<file path="config.mk">
export PLATFORM = sky130hd
export DESIGN_NAME = usart_sync_master_port
export DESIGN_NICKNAME = d
export VERILOG_FILES = /design/src/hdl/usart_pkg.sv /design/src/hdl/usart_sync_master_port.sv
export VERILOG_INCLUDE_DIRS = /design/src /design/src/hdl
export SDC_FILE = /design/constraint.sdc
export NUM_CORES = 1
export LEC_CHECK = 0
export BUFFER_PORTS_ARGS = -buffer_cell sky130_fd_sc_hd__buf_2
export CORE_ASPECT_RATIO = 1.1
export CORE_UTILIZATION = 55
export CTS_BUF_LIST = sky130_fd_sc_hd__clkbuf_16
export DETAILED_ROUTE_END_ITERATION = 10
export GPL_TIMING_DRIVEN = 0
export PLACE_DENSITY_LB_ADDON = 0.25
export SLEW_MARGIN = 20
export SYNTH_ARGS = -nofsm -noshare
export SYNTH_HDL_FRONTEND = slang
export SYNTH_SLANG_ARGS = --single-unit
</file>
<file path="constraint.sdc">
create_clock -name clk_i -period 6.7 [get_ports clk_i]
set_input_delay 1.34 -clock clk_i [delete_from_list [all_inputs] [get_ports clk_i]]
set_output_delay 1.34 -clock clk_i [all_outputs]
set_load 0.02 [all_outputs]
</file>
<file path="src/hdl/usart_defs.svh">
`ifndef USART_DEFS_SVH
`define USART_DEFS_SVH

// ==========================================================
// Register indices; byte address is four times the index
`define IDX_RCV_STAT 6'h13
`define IDX_RCV_FIFO 6'h14
`define IDX_TX_STAT 6'h15
`define IDX_TX_BUF 6'h16
`define IDX_BAUD 6'h17
`define IDX_BANK1 6'h20
`define IDX_IRQ_FLAGS (`IDX_BANK1 | 6'h16)
`define IDX_IRQ_EN (`IDX_BANK1 | 6'h17)

// ==========================================================
// Receive status/control fields
`define RS_PORT_EN 7
`define RS_NINE_RX 6
`define RS_SINGLE 5
`define RS_CONT 4
`define RS_FRAME 2
`define RS_OVERRUN 1
`define RS_BIT9 0

// ==========================================================
// Transmit status/control fields
`define TS_CLK_SRC 7
`define TS_NINE_TX 6
`define TS_TX_EN 5
`define TS_SYNC 4
`define TS_SHIFT_EMPTY 1
`define TS_BIT9 0

// ==========================================================
// Flag / enable fields and reset values
`define IRQ_BUF_EMPTY 1
`define IRQ_DATA_READY 0
`define RST_IRQ_EN 8'h00
`define RST_BAUD 8'h00
`define WORD8_BITS 4'h8
`define WORD9_BITS 4'h9
`define FIFO_DEPTH 2'h2

`endif

</file>
<file path="src/hdl/usart_pkg.sv">
package usart_pkg;

  // One queued receive word with its status
  typedef struct packed {
    logic framing_error;
    logic receive_ninth_bit;
    logic [7:0] data;
  } rx_entry_s;

  typedef enum logic [1:0] {
    MODE_OFF = 2'b00,
    MODE_TX = 2'b01,
    MODE_RX = 2'b10
  } link_mode_e;

endpackage

</file>
<file path="src/hdl/usart_sync_master_port.sv">
// Implementation choice: the Wishbone interface to the registers.
`timescale 1ns/10ps
// Functional notes
// - Half duplex: sending and receiving never happen at the same time.
// - Clocked-mode bit picks synchronous; port enable claims clock and data pins.
// - Clock source bit set makes the port master, driving the shift clock.
// - Shifter reloads from buffer only after its last bit, if buffer full.
// - Buffer-empty flag sets on hand-over, clears only by buffer write.
// - Shifter-empty status bit is read-only and mirrors an idle shifter.
// - Transmit enable allows sending; nothing shifts until buffer holds data.
// - Bits change on shift clock rise, stay stable across the fall.
// - Baud generator held reset while all three enables are clear.
// - Buffer write to an empty shifter moves data through at once.
// - Clearing transmit enable aborts, resets transmitter, floats both pins.
// - Receive enable mid-transfer floats data pin, clock stays driven.
// - Single receive clears itself after one word; sending then resumes.
// - Nine-bit mode; ninth bit latched when buffer moves into shifter.
// - Clearing port or transmit enable resets the transmit logic.
// - Reception starts on either receive enable; sampled on clock falls.
// - Single receive takes one word; continuous runs on and wins.
// - Finished word enters FIFO if room and sets data-ready flag.
// - Receive FIFO holds two words, read back in arrival order.
// - Full FIFO at word end sets overrun, drops word, blocks moves.
// - Ninth bit and framing error queue with each data word.
// - Clearing both receive enables or port enable resets receiver.
`include "usart_defs.svh"

module usart_sync_master_port (
  // Clock and reset
  input wire logic clk_i,
  input wire logic rst_i,
  // Wishbone classic slave
  input wire logic cyc_i,
  input wire logic stb_i,
  input wire logic we_i,
  input wire logic [7:0] adr_i,
  input wire logic [3:0] sel_i,
  input wire logic [31:0] dat_i,
  output logic [31:0] dat_o,
  output logic ack_o,
  // Shift clock pin
  output logic clock_pin_o,
  output logic clock_pin_en_n_o,
  // Data pin
  input wire logic data_pin_i,
  output logic data_pin_o,
  output logic data_pin_en_n_o
);

  function automatic logic [3:0] word_bits(input logic nine);
    word_bits = nine ? `WORD9_BITS : `WORD8_BITS;
  endfunction

  // ==========================================================
  // Configuration
  logic port_enable_reg, nine_bit_receive_reg;
  logic single_rx_reg, cont_rx_reg;
  logic clock_source_select_reg, nine_bit_transmit_reg;
  logic transmit_enable_reg, clocked_mode_reg, transmit_ninth_bit_reg;
  logic [7:0] baud_divisor_reg, irq_enable_reg;
  logic ack_reg;
  logic [31:0] dat_reg;
  logic [5:0] idx;
  logic bus_fire, wr_fire, cont_clear;
  logic port_active, rx_on, tx_go, brg_run;
  usart_pkg::link_mode_e mode;

  assign idx = adr_i[7:2];
  assign bus_fire = cyc_i & stb_i & ack_reg;
  assign wr_fire = bus_fire & we_i & sel_i[0];
  assign cont_clear = wr_fire & (idx == `IDX_RCV_STAT) & cont_rx_reg &
                      ~dat_i[`RS_CONT];
  assign port_active = port_enable_reg & clocked_mode_reg &
                       clock_source_select_reg;
  assign rx_on = port_active & (single_rx_reg | cont_rx_reg);
  assign tx_go = port_active & transmit_enable_reg & ~rx_on;
  assign brg_run = port_active & (transmit_enable_reg | single_rx_reg |
                   cont_rx_reg);
  assign mode = rx_on ? usart_pkg::MODE_RX :
                tx_go ? usart_pkg::MODE_TX : usart_pkg::MODE_OFF;

  // ==========================================================
  // Baud generator and shift clock
  logic [7:0] baud_cnt_reg;
  logic sck_reg, tick, rise_now, fall_now;

  assign tick = brg_run & (baud_cnt_reg == 8'h00);
  assign rise_now = tick & ~sck_reg;
  assign fall_now = tick & sck_reg;

  always_ff @(posedge clk_i) begin
    if (rst_i || !brg_run) begin
      baud_cnt_reg <= baud_divisor_reg;
      sck_reg <= 1'b0;
    end else if (tick) begin
      baud_cnt_reg <= baud_divisor_reg;
      sck_reg <= ~sck_reg;
    end else begin
      baud_cnt_reg <= baud_cnt_reg - 8'h01;
    end
  end

  // ==========================================================
  // Data pin synchroniser
  logic din_meta_reg, din_sync_reg;

  always_ff @(posedge clk_i) begin
    if (rst_i) begin
      din_meta_reg <= 1'b0;
      din_sync_reg <= 1'b0;
    end else begin
      din_meta_reg <= data_pin_i;
      din_sync_reg <= din_meta_reg;
    end
  end

  // ==========================================================
  // Transmitter
  logic [7:0] tx_buf_reg;
  logic tx_buf_full_reg, tx_busy_reg, tx_load, tx_reset;
  logic [8:0] tsr_reg;
  logic [3:0] tx_idx_reg, tx_len_reg;
  logic data_out_reg;

  assign tx_reset = ~port_enable_reg | ~transmit_enable_reg;
  assign tx_load = ~tx_busy_reg & tx_buf_full_reg & ~tx_reset;

  always_ff @(posedge clk_i) begin
    if (rst_i) begin
      tx_buf_reg <= 8'h00;
      tx_buf_full_reg <= 1'b0;
    end else if (wr_fire && idx == `IDX_TX_BUF) begin
      tx_buf_reg <= dat_i[7:0];
      tx_buf_full_reg <= 1'b1;
    end else if (tx_load) begin
      tx_buf_full_reg <= 1'b0;
    end
  end

  // Frozen rather than reset while a receive holds the pins
  always_ff @(posedge clk_i) begin
    if (rst_i || tx_reset) begin
      tx_busy_reg <= 1'b0;
      tx_idx_reg <= 4'h0;
      tx_len_reg <= `WORD8_BITS;
      tsr_reg <= 9'h000;
    end else if (tx_load) begin
      tx_busy_reg <= 1'b1;
      tx_idx_reg <= 4'h0;
      tx_len_reg <= word_bits(nine_bit_transmit_reg);
      tsr_reg <= {transmit_ninth_bit_reg, tx_buf_reg};
    end else if (tx_busy_reg && tx_go) begin
      if (rise_now && tx_idx_reg != tx_len_reg) begin
        tx_idx_reg <= tx_idx_reg + 4'h1;
      end else if (fall_now && tx_idx_reg == tx_len_reg) begin
        tx_busy_reg <= 1'b0;
      end
    end
  end

  always_ff @(posedge clk_i) begin
    if (rst_i) begin
      data_out_reg <= 1'b0;
    end else if (tx_busy_reg && tx_go && rise_now &&
                 tx_idx_reg != tx_len_reg) begin
      data_out_reg <= tsr_reg[tx_idx_reg];
    end
  end

  // ==========================================================
  // Pin drivers
  logic clk_en_n_reg, dat_en_n_reg;

  always_ff @(posedge clk_i) begin
    if (rst_i) begin
      clk_en_n_reg <= 1'b1;
      dat_en_n_reg <= 1'b1;
    end else begin
      case (mode)
        usart_pkg::MODE_TX: begin
          clk_en_n_reg <= 1'b0;
          dat_en_n_reg <= 1'b0;
        end
        usart_pkg::MODE_RX: begin
          clk_en_n_reg <= 1'b0;
          dat_en_n_reg <= 1'b1;
        end
        default: begin
          clk_en_n_reg <= 1'b1;
          dat_en_n_reg <= 1'b1;
        end
      endcase
    end
  end

  // ==========================================================
  // Receiver
  logic [8:0] rsr_reg, rx_word;
  logic [3:0] rx_idx_reg, rx_len;
  logic rx_done, rx_reset;

  assign rx_len = word_bits(nine_bit_receive_reg);
  assign rx_reset = ~rx_on;
  assign rx_done = rx_on & fall_now & (rx_idx_reg == rx_len - 4'h1);

  always_comb begin
    rx_word = rsr_reg;
    rx_word[rx_idx_reg] = din_sync_reg;
  end

  always_ff @(posedge clk_i) begin
    if (rst_i || rx_reset) begin
      rx_idx_reg <= 4'h0;
      rsr_reg <= 9'h000;
    end else if (fall_now) begin
      rsr_reg <= rx_word;
      rx_idx_reg <= rx_done ? 4'h0 : rx_idx_reg + 4'h1;
    end
  end

  // ==========================================================
  // Receive FIFO
  usart_pkg::rx_entry_s fifo_mem [0:1];
  usart_pkg::rx_entry_s head;
  logic [1:0] fifo_cnt_reg;
  logic rd_ptr_reg, overrun_reg, push, pop, wr_ptr;

  assign head = fifo_mem[rd_ptr_reg];
  assign wr_ptr = rd_ptr_reg ^ fifo_cnt_reg[0];
  assign push = rx_done & ~overrun_reg &
                (fifo_cnt_reg != `FIFO_DEPTH);
  assign pop = bus_fire & ~we_i & (idx == `IDX_RCV_FIFO) &
               (fifo_cnt_reg != 2'h0);

  always_ff @(posedge clk_i) begin
    if (push) begin
      fifo_mem[wr_ptr] <= '{framing_error: 1'b0,
                            receive_ninth_bit: rx_word[8],
                            data: rx_word[7:0]};
    end
  end

  always_ff @(posedge clk_i) begin
    if (rst_i) begin
      fifo_cnt_reg <= 2'h0;
      rd_ptr_reg <= 1'b0;
    end else begin
      if (pop) begin
        rd_ptr_reg <= ~rd_ptr_reg;
      end
      if (push && !pop) begin
        fifo_cnt_reg <= fifo_cnt_reg + 2'h1;
      end else if (pop && !push) begin
        fifo_cnt_reg <= fifo_cnt_reg - 2'h1;
      end
    end
  end

  // Set wins over the clear so an overflow on the clearing edge is kept
  always_ff @(posedge clk_i) begin
    if (rst_i) begin
      overrun_reg <= 1'b0;
    end else if (rx_done && fifo_cnt_reg == `FIFO_DEPTH) begin
      overrun_reg <= 1'b1;
    end else if (cont_clear || !port_enable_reg) begin
      overrun_reg <= 1'b0;
    end
  end

  // ==========================================================
  // Register writes
  always_ff @(posedge clk_i) begin
    if (rst_i) begin
      port_enable_reg <= 1'b0;
      nine_bit_receive_reg <= 1'b0;
      single_rx_reg <= 1'b0;
      cont_rx_reg <= 1'b0;
      clock_source_select_reg <= 1'b0;
      nine_bit_transmit_reg <= 1'b0;
      transmit_enable_reg <= 1'b0;
      clocked_mode_reg <= 1'b0;
      transmit_ninth_bit_reg <= 1'b0;
      baud_divisor_reg <= `RST_BAUD;
      irq_enable_reg <= `RST_IRQ_EN;
    end else begin
      if (rx_done && !cont_rx_reg) begin
        single_rx_reg <= 1'b0;
      end
      if (wr_fire) begin
        case (idx)
          `IDX_RCV_STAT: begin
            port_enable_reg <= dat_i[`RS_PORT_EN];
            nine_bit_receive_reg <= dat_i[`RS_NINE_RX];
            single_rx_reg <= dat_i[`RS_SINGLE];
            cont_rx_reg <= dat_i[`RS_CONT];
          end
          `IDX_TX_STAT: begin
            clock_source_select_reg <= dat_i[`TS_CLK_SRC];
            nine_bit_transmit_reg <= dat_i[`TS_NINE_TX];
            transmit_enable_reg <= dat_i[`TS_TX_EN];
            clocked_mode_reg <= dat_i[`TS_SYNC];
            transmit_ninth_bit_reg <= dat_i[`TS_BIT9];
          end
          `IDX_BAUD: baud_divisor_reg <= dat_i[7:0];
          `IDX_IRQ_EN: irq_enable_reg <= dat_i[7:0];
          default: begin
          end
        endcase
      end
    end
  end

  // ==========================================================
  // Register reads and acknowledge
  logic [7:0] rd_byte;

  always_comb begin
    rd_byte = 8'h00;
    case (idx)
      `IDX_RCV_STAT: begin
        rd_byte[`RS_PORT_EN] = port_enable_reg;
        rd_byte[`RS_NINE_RX] = nine_bit_receive_reg;
        rd_byte[`RS_SINGLE] = single_rx_reg;
        rd_byte[`RS_CONT] = cont_rx_reg;
        rd_byte[`RS_FRAME] = head.framing_error;
        rd_byte[`RS_OVERRUN] = overrun_reg;
        rd_byte[`RS_BIT9] = head.receive_ninth_bit;
      end
      `IDX_RCV_FIFO: rd_byte = head.data;
      `IDX_TX_STAT: begin
        rd_byte[`TS_CLK_SRC] = clock_source_select_reg;
        rd_byte[`TS_NINE_TX] = nine_bit_transmit_reg;
        rd_byte[`TS_TX_EN] = transmit_enable_reg;
        rd_byte[`TS_SYNC] = clocked_mode_reg;
        rd_byte[`TS_SHIFT_EMPTY] = ~tx_busy_reg;
        rd_byte[`TS_BIT9] = transmit_ninth_bit_reg;
      end
      `IDX_TX_BUF: rd_byte = tx_buf_reg;
      `IDX_BAUD: rd_byte = baud_divisor_reg;
      `IDX_IRQ_FLAGS: begin
        rd_byte[`IRQ_BUF_EMPTY] = ~tx_buf_full_reg;
        rd_byte[`IRQ_DATA_READY] = fifo_cnt_reg != 2'h0;
      end
      `IDX_IRQ_EN: rd_byte = irq_enable_reg;
      default: rd_byte = 8'h00;
    endcase
  end

  // Ack one cycle after the request, dropped the cycle after
  always_ff @(posedge clk_i) begin
    if (rst_i) begin
      ack_reg <= 1'b0;
      dat_reg <= 32'h00000000;
    end else begin
      ack_reg <= cyc_i & stb_i & ~ack_reg;
      dat_reg <= {24'h000000, rd_byte};
    end
  end

  assign ack_o = ack_reg;
  assign dat_o = dat_reg;
  assign clock_pin_o = sck_reg;
  assign clock_pin_en_n_o = clk_en_n_reg;
  assign data_pin_o = data_out_reg;
  assign data_pin_en_n_o = dat_en_n_reg;
endmodule

</file>
# After elaboration in Yosys (flattened, before gate mapping)
# Memories as Yosys holds them, arrays and structs flattened. A register that Yosys moved wholly into a read port is not among the register bits.
# Cells that the tools add are included.
# W data, S select, Z words.
word_totals:
  ff_bits: 116
  ram_bits: 18
  inputBits: 50
  output_inout_bits: 37
  elab_cells: 170
  memories: 1
op_classes:
  addsub: 6
  order_cmp: 3
  eq_ne: 15
  mux: 35
  bitwise: 43
  reduce_logical: 35
memory_table:
  columns: ["name", "words", "word_bits", "read_ports", "rd_ports_with_merged_regs", "write_ports", "line", "rtl"]
  rows:
  - ["fifo_mem", 2, 9, 1, 1, 1, "usart_sync_master_port.sv:223", "usart_pkg::rx_entry_s fifo_mem [0:1];"]
ops:
  columns: ["cell", "count"]
  rows:
  - ["$eq A6 B5 Y1 const B", 5]
  - ["$and A1 B1 Y1", 26]
  - ["$pmux W4 S6", 1]
  - ["$mux W1", 22]
  - ["$mux W8", 2]
  - ["$pmux W2 S7", 1]
  - ["$eq A6 B6 Y1 const B", 2]
  - ["$not A1 Y1", 12]
  - ["$reduce_bool A2 Y1", 6]
  - ["$logic_and A1 B1 Y1", 11]
  - ["$lt A4 B5 Y1 const B", 2]
  - ["$reduce_and A2 Y1", 5]
  - ["$bwmux W9", 1]
  - ["$add A4 B1 Y4 const B", 2]
  - ["$eq A4 B4 Y1", 2]
  - ["$logic_not A8 Y1", 1]
  - ["$sub A8 B1 Y8 const B", 1]
  - ["$mux W2", 3]
  - ["$logic_not A1 Y1", 5]
  - ["$pmux W1 S5", 1]
  - ["$bmux W1 S4", 1]
  - ["$demux W1 S4", 1]
  - ["$eq A2 B2 Y1 const B", 2]
  - ["$ge A4 B1 Y1 const B", 1]
  - ["other kinds (13)", 21]

# Logic depth before layout (Yosys ltp)
# Gate-level depths: netlist of the first run.
logic_depth:
  ltp_word: 13
  mapped_depth: 10
  ltp_nobuf: 10

# Worst setup path after synthesis of the first run
# Ideal clock, no wire load.
synth_timing:
  path_type: "input port to flip-flop"
  from: "in adr_i[7]"
  to: "reg fifo_cnt_reg[1]"
  setup_ps: 70
  arrival_time_ps: 3291
  required_ps: 6630
  setup_slack_ps: 3338
  path_stages: 8
  path_buffers: 2
  cell_sequence: "nand4bb_1 > clkbuf_1 > or3_1 > clkbuf_1 > or2_2 > ha_1 > or3_1 > a21oi_1"
synth_between:
  elab_chain_cells: 6
  elab_cells_between_ends: 8
  cone_classes: "1 x eq/ne; 1 x mux; 2 x bitwise; 4 x reduce/logical"
synth_lines:
  columns: ["element", "line", "rtl"]
  rows:
  - ["from (decl)", "usart_sync_master_port.sv:36", "input wire logic [7:0] adr_i,"]
  - ["$eq A6 B5 Y1 (*)", null, null]
  - ["$and A1 B1 Y1 (*) (2 in series)", "usart_sync_master_port.sv:232", "assign pop = bus_fire & ~we_i & (idx == `IDX_RCV_FIFO) &"]
  - ["$logic_not A1 Y1", "usart_sync_master_port.sv:251", "if (push && !pop) begin"]
  - ["$logic_and A1 B1 Y1", "usart_sync_master_port.sv:251", null]
  - ["$mux W2 or $reduce_bool A2 Y1 (tied branches)", null, null]
  - ["to (signal assigned)", "usart_sync_master_port.sv:252", "fifo_cnt_reg <= fifo_cnt_reg + 2'h1;"]
  - ["to (signal assigned)", "usart_sync_master_port.sv:254", "fifo_cnt_reg <= fifo_cnt_reg - 2'h1;"]
  - ["to (decl)", "usart_sync_master_port.sv:225", "logic [1:0] fifo_cnt_reg;"]
# Mark *: on every way between the ends. The rest lies on a longest branch, timed or not.
# A chain may end at the register's enable or synchronous reset.

# Worst setup path after layout of the first run
# Ends and elaborated chain as after synthesis.

==> results of run 1 <==
path summary, 6_finish.rpt:
kind / startpoint / depth (start not counted) / endpoint
worst min register to register: ack_o / 1 / ack_o
worst max register to register: baud_cnt_reg[2] / 7 / fifo_cnt_reg[1]
worst min-delay path: ack_o / 1 / ack_o
worst max-delay path: adr_i[7] / 9 / fifo_cnt_reg[1]
worst max-delay path: stages:
cell	delay [ps]
buf_2	130
nand4bb_1	180
clkbuf_1	230
or3_1	370
clkbuf_1	230
or2_2	350
ha_1	340
or3_1	380
a21oi_1	140
cells in the mapped netlist, types with 4 or more instances:
library cell and count:
nor3_1 9, ha_1 8, or2_2 4, or3_1 10
nand3_1 9, dfxtp_1 90, edfxtp_1 18, mux2_2 16
nor3b_1 5, xor2_1 7, nand2b_1 5, nor4_2 4
nand3b_1 8, o21ai_0 8, nand2_1 35, inv_1 15
a21oi_1 27, nor4_1 4, mux2i_1 53, clkbuf_1 15
nor2_1 60, o31ai_1 4, a31oi_1 7, a2bb2oi_1 8
buf_4 25, a222oi_1 6
final cells by class:
type                            instances  area, µm²
Fill cell                             730       3171
Multi-Input combinational cell        360       2459
Sequential cell                       108       2342
Buffer                                 43      256.5
Clock buffer                            9      225.2
Timing Repair Buffer                   32      160.2
Tap cell                              114      142.6
Clock inverter                          7      61.31
Inverter                               15      56.30
layer usage:
layer / vias up / global-route usage / routed length (µm) / part of all wire
met5: - / 0 / 0 / 0
met4: 0 / 0.1219 / 367 / 0.031
met3: 26 / 0.04390 / 592 / 0.050
met2: 126 / 0.4700 / 6097 / 0.51
met1: 1878 / 0.3082 / 4809 / 0.41
li1: 1896 / - / - / -
cell families (layout without fill, tap and decap cells):
| logic type | after synthesis | after routing | share of synthesized area |
|---|---|---|---|
| AND/OR/NAND/NOR | 175 | 175 | 0.1848 |
| flip-flops | 108 | 108 | 0.4675 |
| AO/OA/AOI/OAI | 72 | 72 | 0.09616 |
| multiplexers | 71 | 71 | 0.1508 |
| buffers and inverters | 58 | 106 | 0.06244 |
| XOR/XNOR | 10 | 10 | 0.01748 |
| adder cells (fa/ha/maj) | 8 | 8 | 0.01998 |
| other | 1 | 24 | 0.0007485 |
per-stage QoR:
stage / worst slack, ps / cell area (µm²) / power, W / utilization
3_5_place_dp: 2933 / 5408 / 0.0007250 / 0.6094
6_report: 3276 / 5703 / 0.001232 / 0.6427
4_1_cts: 3280 / 5694 / 0.001231 / 0.6417
3_3_place_gp: 2984 / 5399 / 0.0007243 / 0.6084
5_1_grt: 3175 / 5703 / 0.001259 / 0.6427
2_1_floorplan: 3339 / 5096 / 0.0007081 / -
report_power, final:
group | internal, W | switching [W]
clock | 0.000286 | 0.000235
combinational | 0.0000184 | 0.0000349
sequential | 0.000657 | 0.000000739
total | 0.000961 | 0.000271
==> results, run 1 <==
- The run finished, with violations left.
- The checks that failed: DRC.
- The final count of pins violating max slew is 0.
- The top-level port count is just under 90.
- Across the run, the number of max-cap violations was 0.
- The number of clock buffers added by TritonCTS is 9.
- The clock net in this run drives a total of approximately 110 sinks.
- Of all flip-flops after synthesis, the portion carrying an async set or reset was 0.
- STA puts the critical path data required time at between 6000 and 7000 ps.
- The maximum fanout along the worst path is 10.
- The endpoint kind of the worst setup timing path is a flop.
- The dominant cell type by area after synthesis is dfxtp_1.
- The worst hold path class is reg -> reg.
- The average wire per standard cell is 17.25 µm.
- In the final layout, the share of cells above drive strength 1 is 0.1794.
- The count of non-filler cells in the finished layout is about 690.
- Setup violations remaining at the end of the flow were counted as 0.
- The number of failing hold endpoints at the final stage is 0.
- The most used flip-flop cell after synthesis is dfxtp_1.
- The post-cts resize count is 0.
- The overflow left after global routing is 0.
- The total area inside the core boundary comes to 8874 µm².
- The number of enable flip-flop cells after synthesis is 18.
- The number of antenna-violating nets in the routed design is 0.
- CTS placed an instance of clkbuf_16 at the clock tree root.
- The fmax is a little under 300 MHz.
- After technology mapping, the gate count stands at approximately 500.
- The number of DRC violations after detailed-routing iteration 0 is between 300 and 400.
- The share of the Yosys chip area taken by registers is 0.4675.
- The clock edge transition at the registers on the reported setup and hold paths is ~80 ps.
- In the routed design, unresolved DRC markers number 1.
- The actual slew at the worst max-slew pin is approximately 910 ps.
- At the end of routability-driven placement, the weighted congestion stood at just over 0.9.
- The total setup buffers inserted after CTS is 0.
- Yosys mapped the design onto 55 distinct sky130hd cell types.
- The setup check on the worst reg-to-reg path leaves a slack of around 3700 ps.
- The first-pass GRT wire length is ~19,000 µm.
- The startpoint type of the worst setup path is an input pin.
- The critical path class is in -> reg.
- Relative to the synthesized area, the layout overhead comes to 13.84%.
- The register with the most flip-flops in the layout has 18 of them.
- The die covers about 9500 µm².
- The Yosys step of the flow raised 0 warnings.
- The worst slack on hold paths is 445.9 ps.
- The routed wire length is roughly 12,000 µm.
- The overall global routing resource usage is 0.2627.
- The initial core utilization is 0.5646.
- From left edge to right edge, the die measures 93 µm.
- Hold repair after CTS inserted 0 buffers.
- The total vias in the final route is 3,926.
- In this run the tightest slew margin relative to its limit is 0.3899.
- Port buffering added 32 buffers.
- STA puts the critical path data arrival time at 3700 ps.
- The overall die height is around 100 µm.
- The number of placed instances, taps included, is roughly 670.
- The via count of the first global-routing pass is between 3,000 and 4,000.
- In the layout the commonest cells are dfxtp_1, nor2_1, mux2i_1.
- The total inserted antenna cells is 0.
- The number of detailed-route iterations in the first pass is 9.
- Leaving out fill and tap cells, the most frequent cell in the layout is dfxtp_1.
- Setup repair after global routing left no endpoint under its margin.
- After floorplanning, the core was divided into 36 placement rows.
- TritonCTS built the clock tree.
- The via density per instance is about 5.7.
- The HPWL after detailed placement is between 8000 and 9000 µm.
- The maximum VDD drop is between 0.1 and 0.15 mV.
- The final sum of negative setup slack is 0 ps.
- The cell area that synthesis handed to floorplanning was between 5000 and 6000 µm².
- At the later pin of the worst-skew pair, clock insertion delay measures about 350 ps.
- The post-synthesis area per instance is between 9 and 10 µm².
- Ranked by total cell area, the synthesized netlist is headed by dfxtp_1, edfxtp_1, mux2i_1.
- The clock passes through at most 2 buffers.
- The area share of the largest cell type after synthesis is 0.3596.
- The final period utilization is 0.5111.
- The clock skew is between 10 and 15 ps.
- The number of antenna violations at the first check in global routing is 0.
- Entering global routing, the biggest net connects 17 pins.
- The H-tree depth reported by CTS is 3.
- Counting flops and latches in the post-synthesis netlist gives ~110.
- Counting I/O delays and the setup requirement, the final critical path takes 3424 ps.
- The leakage power is between 2 and 2.5 nW.
- The net count of the finished layout is 627.
- The total power density per cell area is around 220 nW/µm².
(Power assumes the default switching activity.)
==> inputs of run 2 (changes only) <==
--- a/config.mk
+++ b/config.mk
@@ -8,7 +8,7 @@
 export LEC_CHECK = 0
 export BUFFER_PORTS_ARGS = -buffer_cell sky130_fd_sc_hd__buf_2
 export CORE_ASPECT_RATIO = 1.1
-export CORE_UTILIZATION = 55
+export CORE_UTILIZATION = 51
 export CTS_BUF_LIST = sky130_fd_sc_hd__clkbuf_16
 export DETAILED_ROUTE_END_ITERATION = 10
 export GPL_TIMING_DRIVEN = 0
==> constraint.sdc (replaced) <==
create_clock -name clk_i -period 3 [get_ports clk_i]
set_input_delay 0.6 -clock clk_i [delete_from_list [all_inputs] [get_ports clk_i]]
set_output_delay 0.6 -clock clk_i [all_outputs]
set_load 0.02 [all_outputs]
==> results, run 2 (synthesized netlist as in run 1, its figures left out) <==
- The placeable core region is around 9400 µm².
- Once detail routing completed, the nets flagged for antenna violations numbered 0.
- The worst hold path belongs to the class reg -> reg.
- The buffer and inverter count on the worst path is 0.
- The endpoint kind of the worst setup timing path is a flop.
- The total inserted antenna cells is 0.
- The overflow left after global routing is 0.
- The worst slack on hold paths is between 400 and 500 ps.
- The number of DRC violations after detailed-routing iteration 0 is ~280.
- The total power density per cell area is 485.3 nW/µm².
- Entering global routing, the biggest net connects 20 pins.
- The placer congestion estimate is approximately 0.92.
- The worst register-to-register path has a setup slack of between 200 and 300 ps.
- Of the available clock period, the critical path in the final layout requires 0.9162.
- The overall die height is 106.0 µm.
- On the worst path, the slowest cell contributes a delay of about 700 ps.
- The actual slew at the worst max-slew pin is around 890 ps.
- The total setup buffers inserted after CTS is 0.
- The via count of the first global-routing pass is 3,623.
- VDD sags by at most 0.3173 mV.
- The number of input and output port buffers inserted is 32.
- The first-pass GRT wire length is around 18,000 µm.
- The post-cts resize count is 0.
- The number of hold buffers added after CTS is 0.
- The commonest non-fill, non-tap cell in the layout is dfxtp_1.
- The number of clock sinks seen by CTS is 108.
- The number of detailed-route iterations in the first pass is 5.
- The die is between 90 and 100 µm wide.
- The worst path required time is between 2000 and 3000 ps.
- Dividing the detail-routed wire length by the instance count gives 16.84 µm.
- The cell type of the slowest stage on the worst timing path is nor2_1.
- Of the cells placed in the final design, the portion with a size suffix greater than 1 is 0.1864.
- The register with the most flip-flops in the layout has 18 of them.
- The startpoint identified for the worst hold timing path is tsr_reg[5].
- The via density per instance is 5.560.
- The top-level port count is 87.
- For this run, the total global-route usage over all layers was measured as 0.2392.
- The tightest slew margin relative to the limit is 0.4005.
- The clock skew is roughly 11 ps.
- Max-cap violations in this run came to 0.
- The final count of pins violating max slew is 0.
- The number of failing hold endpoints at the final stage was 0.
- The library cells used most frequently in the layout, excluding fill and tap cells, are dfxtp_1, nor2_1, mux2i_1.
- STA puts the critical path data arrival time at ~2700 ps.
- The HPWL after detailed placement is 8761 µm.
- Walking the worst path, the cells encountered are or4_4 -> nor3_2 -> nand4b_1 -> nor2_1.
- Clock tree synthesis inserted a total of 9 buffers.
- CTS built an H-tree with a depth of 3.
- TritonCTS built the clock tree.
- The maximum fanout along the worst path is 9.
- Setup repair after global routing left no endpoint under its margin.
- The number of antenna violations at the first check in global routing is 0.
- The share of the core filled with cells is 0.6061.
- The startpoint type of the worst setup path is a flop.
- The clock insertion delay at the later pin of the skew report is 340 ps.
- The minimum clock period is 2749 ps.
- The fmax is ~360 MHz.
- The clock root buffer is clkbuf_16.
- The critical path class is reg -> reg.
- The run finished with clean final reports.
- Compared with the post-synthesis result, the final layout area differs by 14.26%.
- The launching instance or port of the critical path is baud_cnt_reg[2].
- The die covers 10,220 µm².
- On the critical path the largest part of the delay comes from simple AND/OR/NAND/NOR gates.
- The number of cell rows is 37.
- Setup violations remaining at the end of the flow were counted as 0.
- For this block, the routed nets add up to about 12,000 µm of wire.
- The longest clock path from root to sink contains 2 buffers.
- The initial utilization of the core area, before any placement, comes to 0.5305.
- After detailed routing, the number of remaining DRC violations is 0.
- The total vias in the final route is 3,842.
- The clock edge transition at the registers on the reported setup and hold paths is 70 ps.
- The leakage power is just over 2 nW.
- The net count of the finished layout is about 630.
- The origin of the critical flop-to-flop path is baud_cnt_reg[2].
==> run 2: cell type report <==
type	count	area (µm²)
Buffer	43	256.5
Clock buffer	9	225.2
Clock inverter	7	73.82
Fill cell	828	3720
Inverter	15	56.30
Multi-Input combinational cell	360	2464
Sequential cell	108	2342
Tap cell	117	146.4
Timing Repair Buffer	32	160.2
==> run 2: per-layer routing <==
| layer | part of all wire | routed length, µm | track usage | up-vias |
|---|---|---|---|---|
| met1 | 0.43 | 5018 | 0.2986 | 1832 |
| li1 | - | - | - | 1890 |
| met4 | 0.021 | 240 | 0.06513 | 0 |
| met5 | 0 | 0 | 0 | - |
| met2 | 0.51 | 5931 | 0.4135 | 103 |
| met3 | 0.038 | 444 | 0.04793 | 17 |
==> run 2: path summary, 6_finish.rpt <==
kind	endpoint	cells after the start
setup / recovery	fifo_mem[0][7]	4
hold / removal	tsr_reg[5]	2
setup reg to reg	fifo_mem[0][7]	4
hold reg to reg	tsr_reg[5]	2
==> run 2: metrics by stage <==
step	instances	total power (W)	setup TNS (ps)	instance area, µm²	setup WS (ps)
after floorplan	526	0.001582	0	5096	378.5
after global placement	675	0.001617	0	5403	9.960
after detailed placement	675	0.001619	-0.6657	5411	-0.6657
after CTS	691	0.002792	0	5710	5.232
after global routing	691	0.002859	0	5724	119.2
final	691	0.002778	0	5724	251.5
==> run 2: where the power goes <==
group          internal, W  total (W)  switching [W]
clock             0.000654    0.00119       0.000535
sequential         0.00147    0.00147     0.00000179
combinational    0.0000411   0.000119      0.0000783
total              0.00216    0.00278       0.000615
==> run 2: worst register-to-register path, cell delays in order, from the launching register on <==
cell	delay, ps
dfxtp_1	340
or4_4	580
nor3_2	420
nand4b_1	330
nor2_1	700
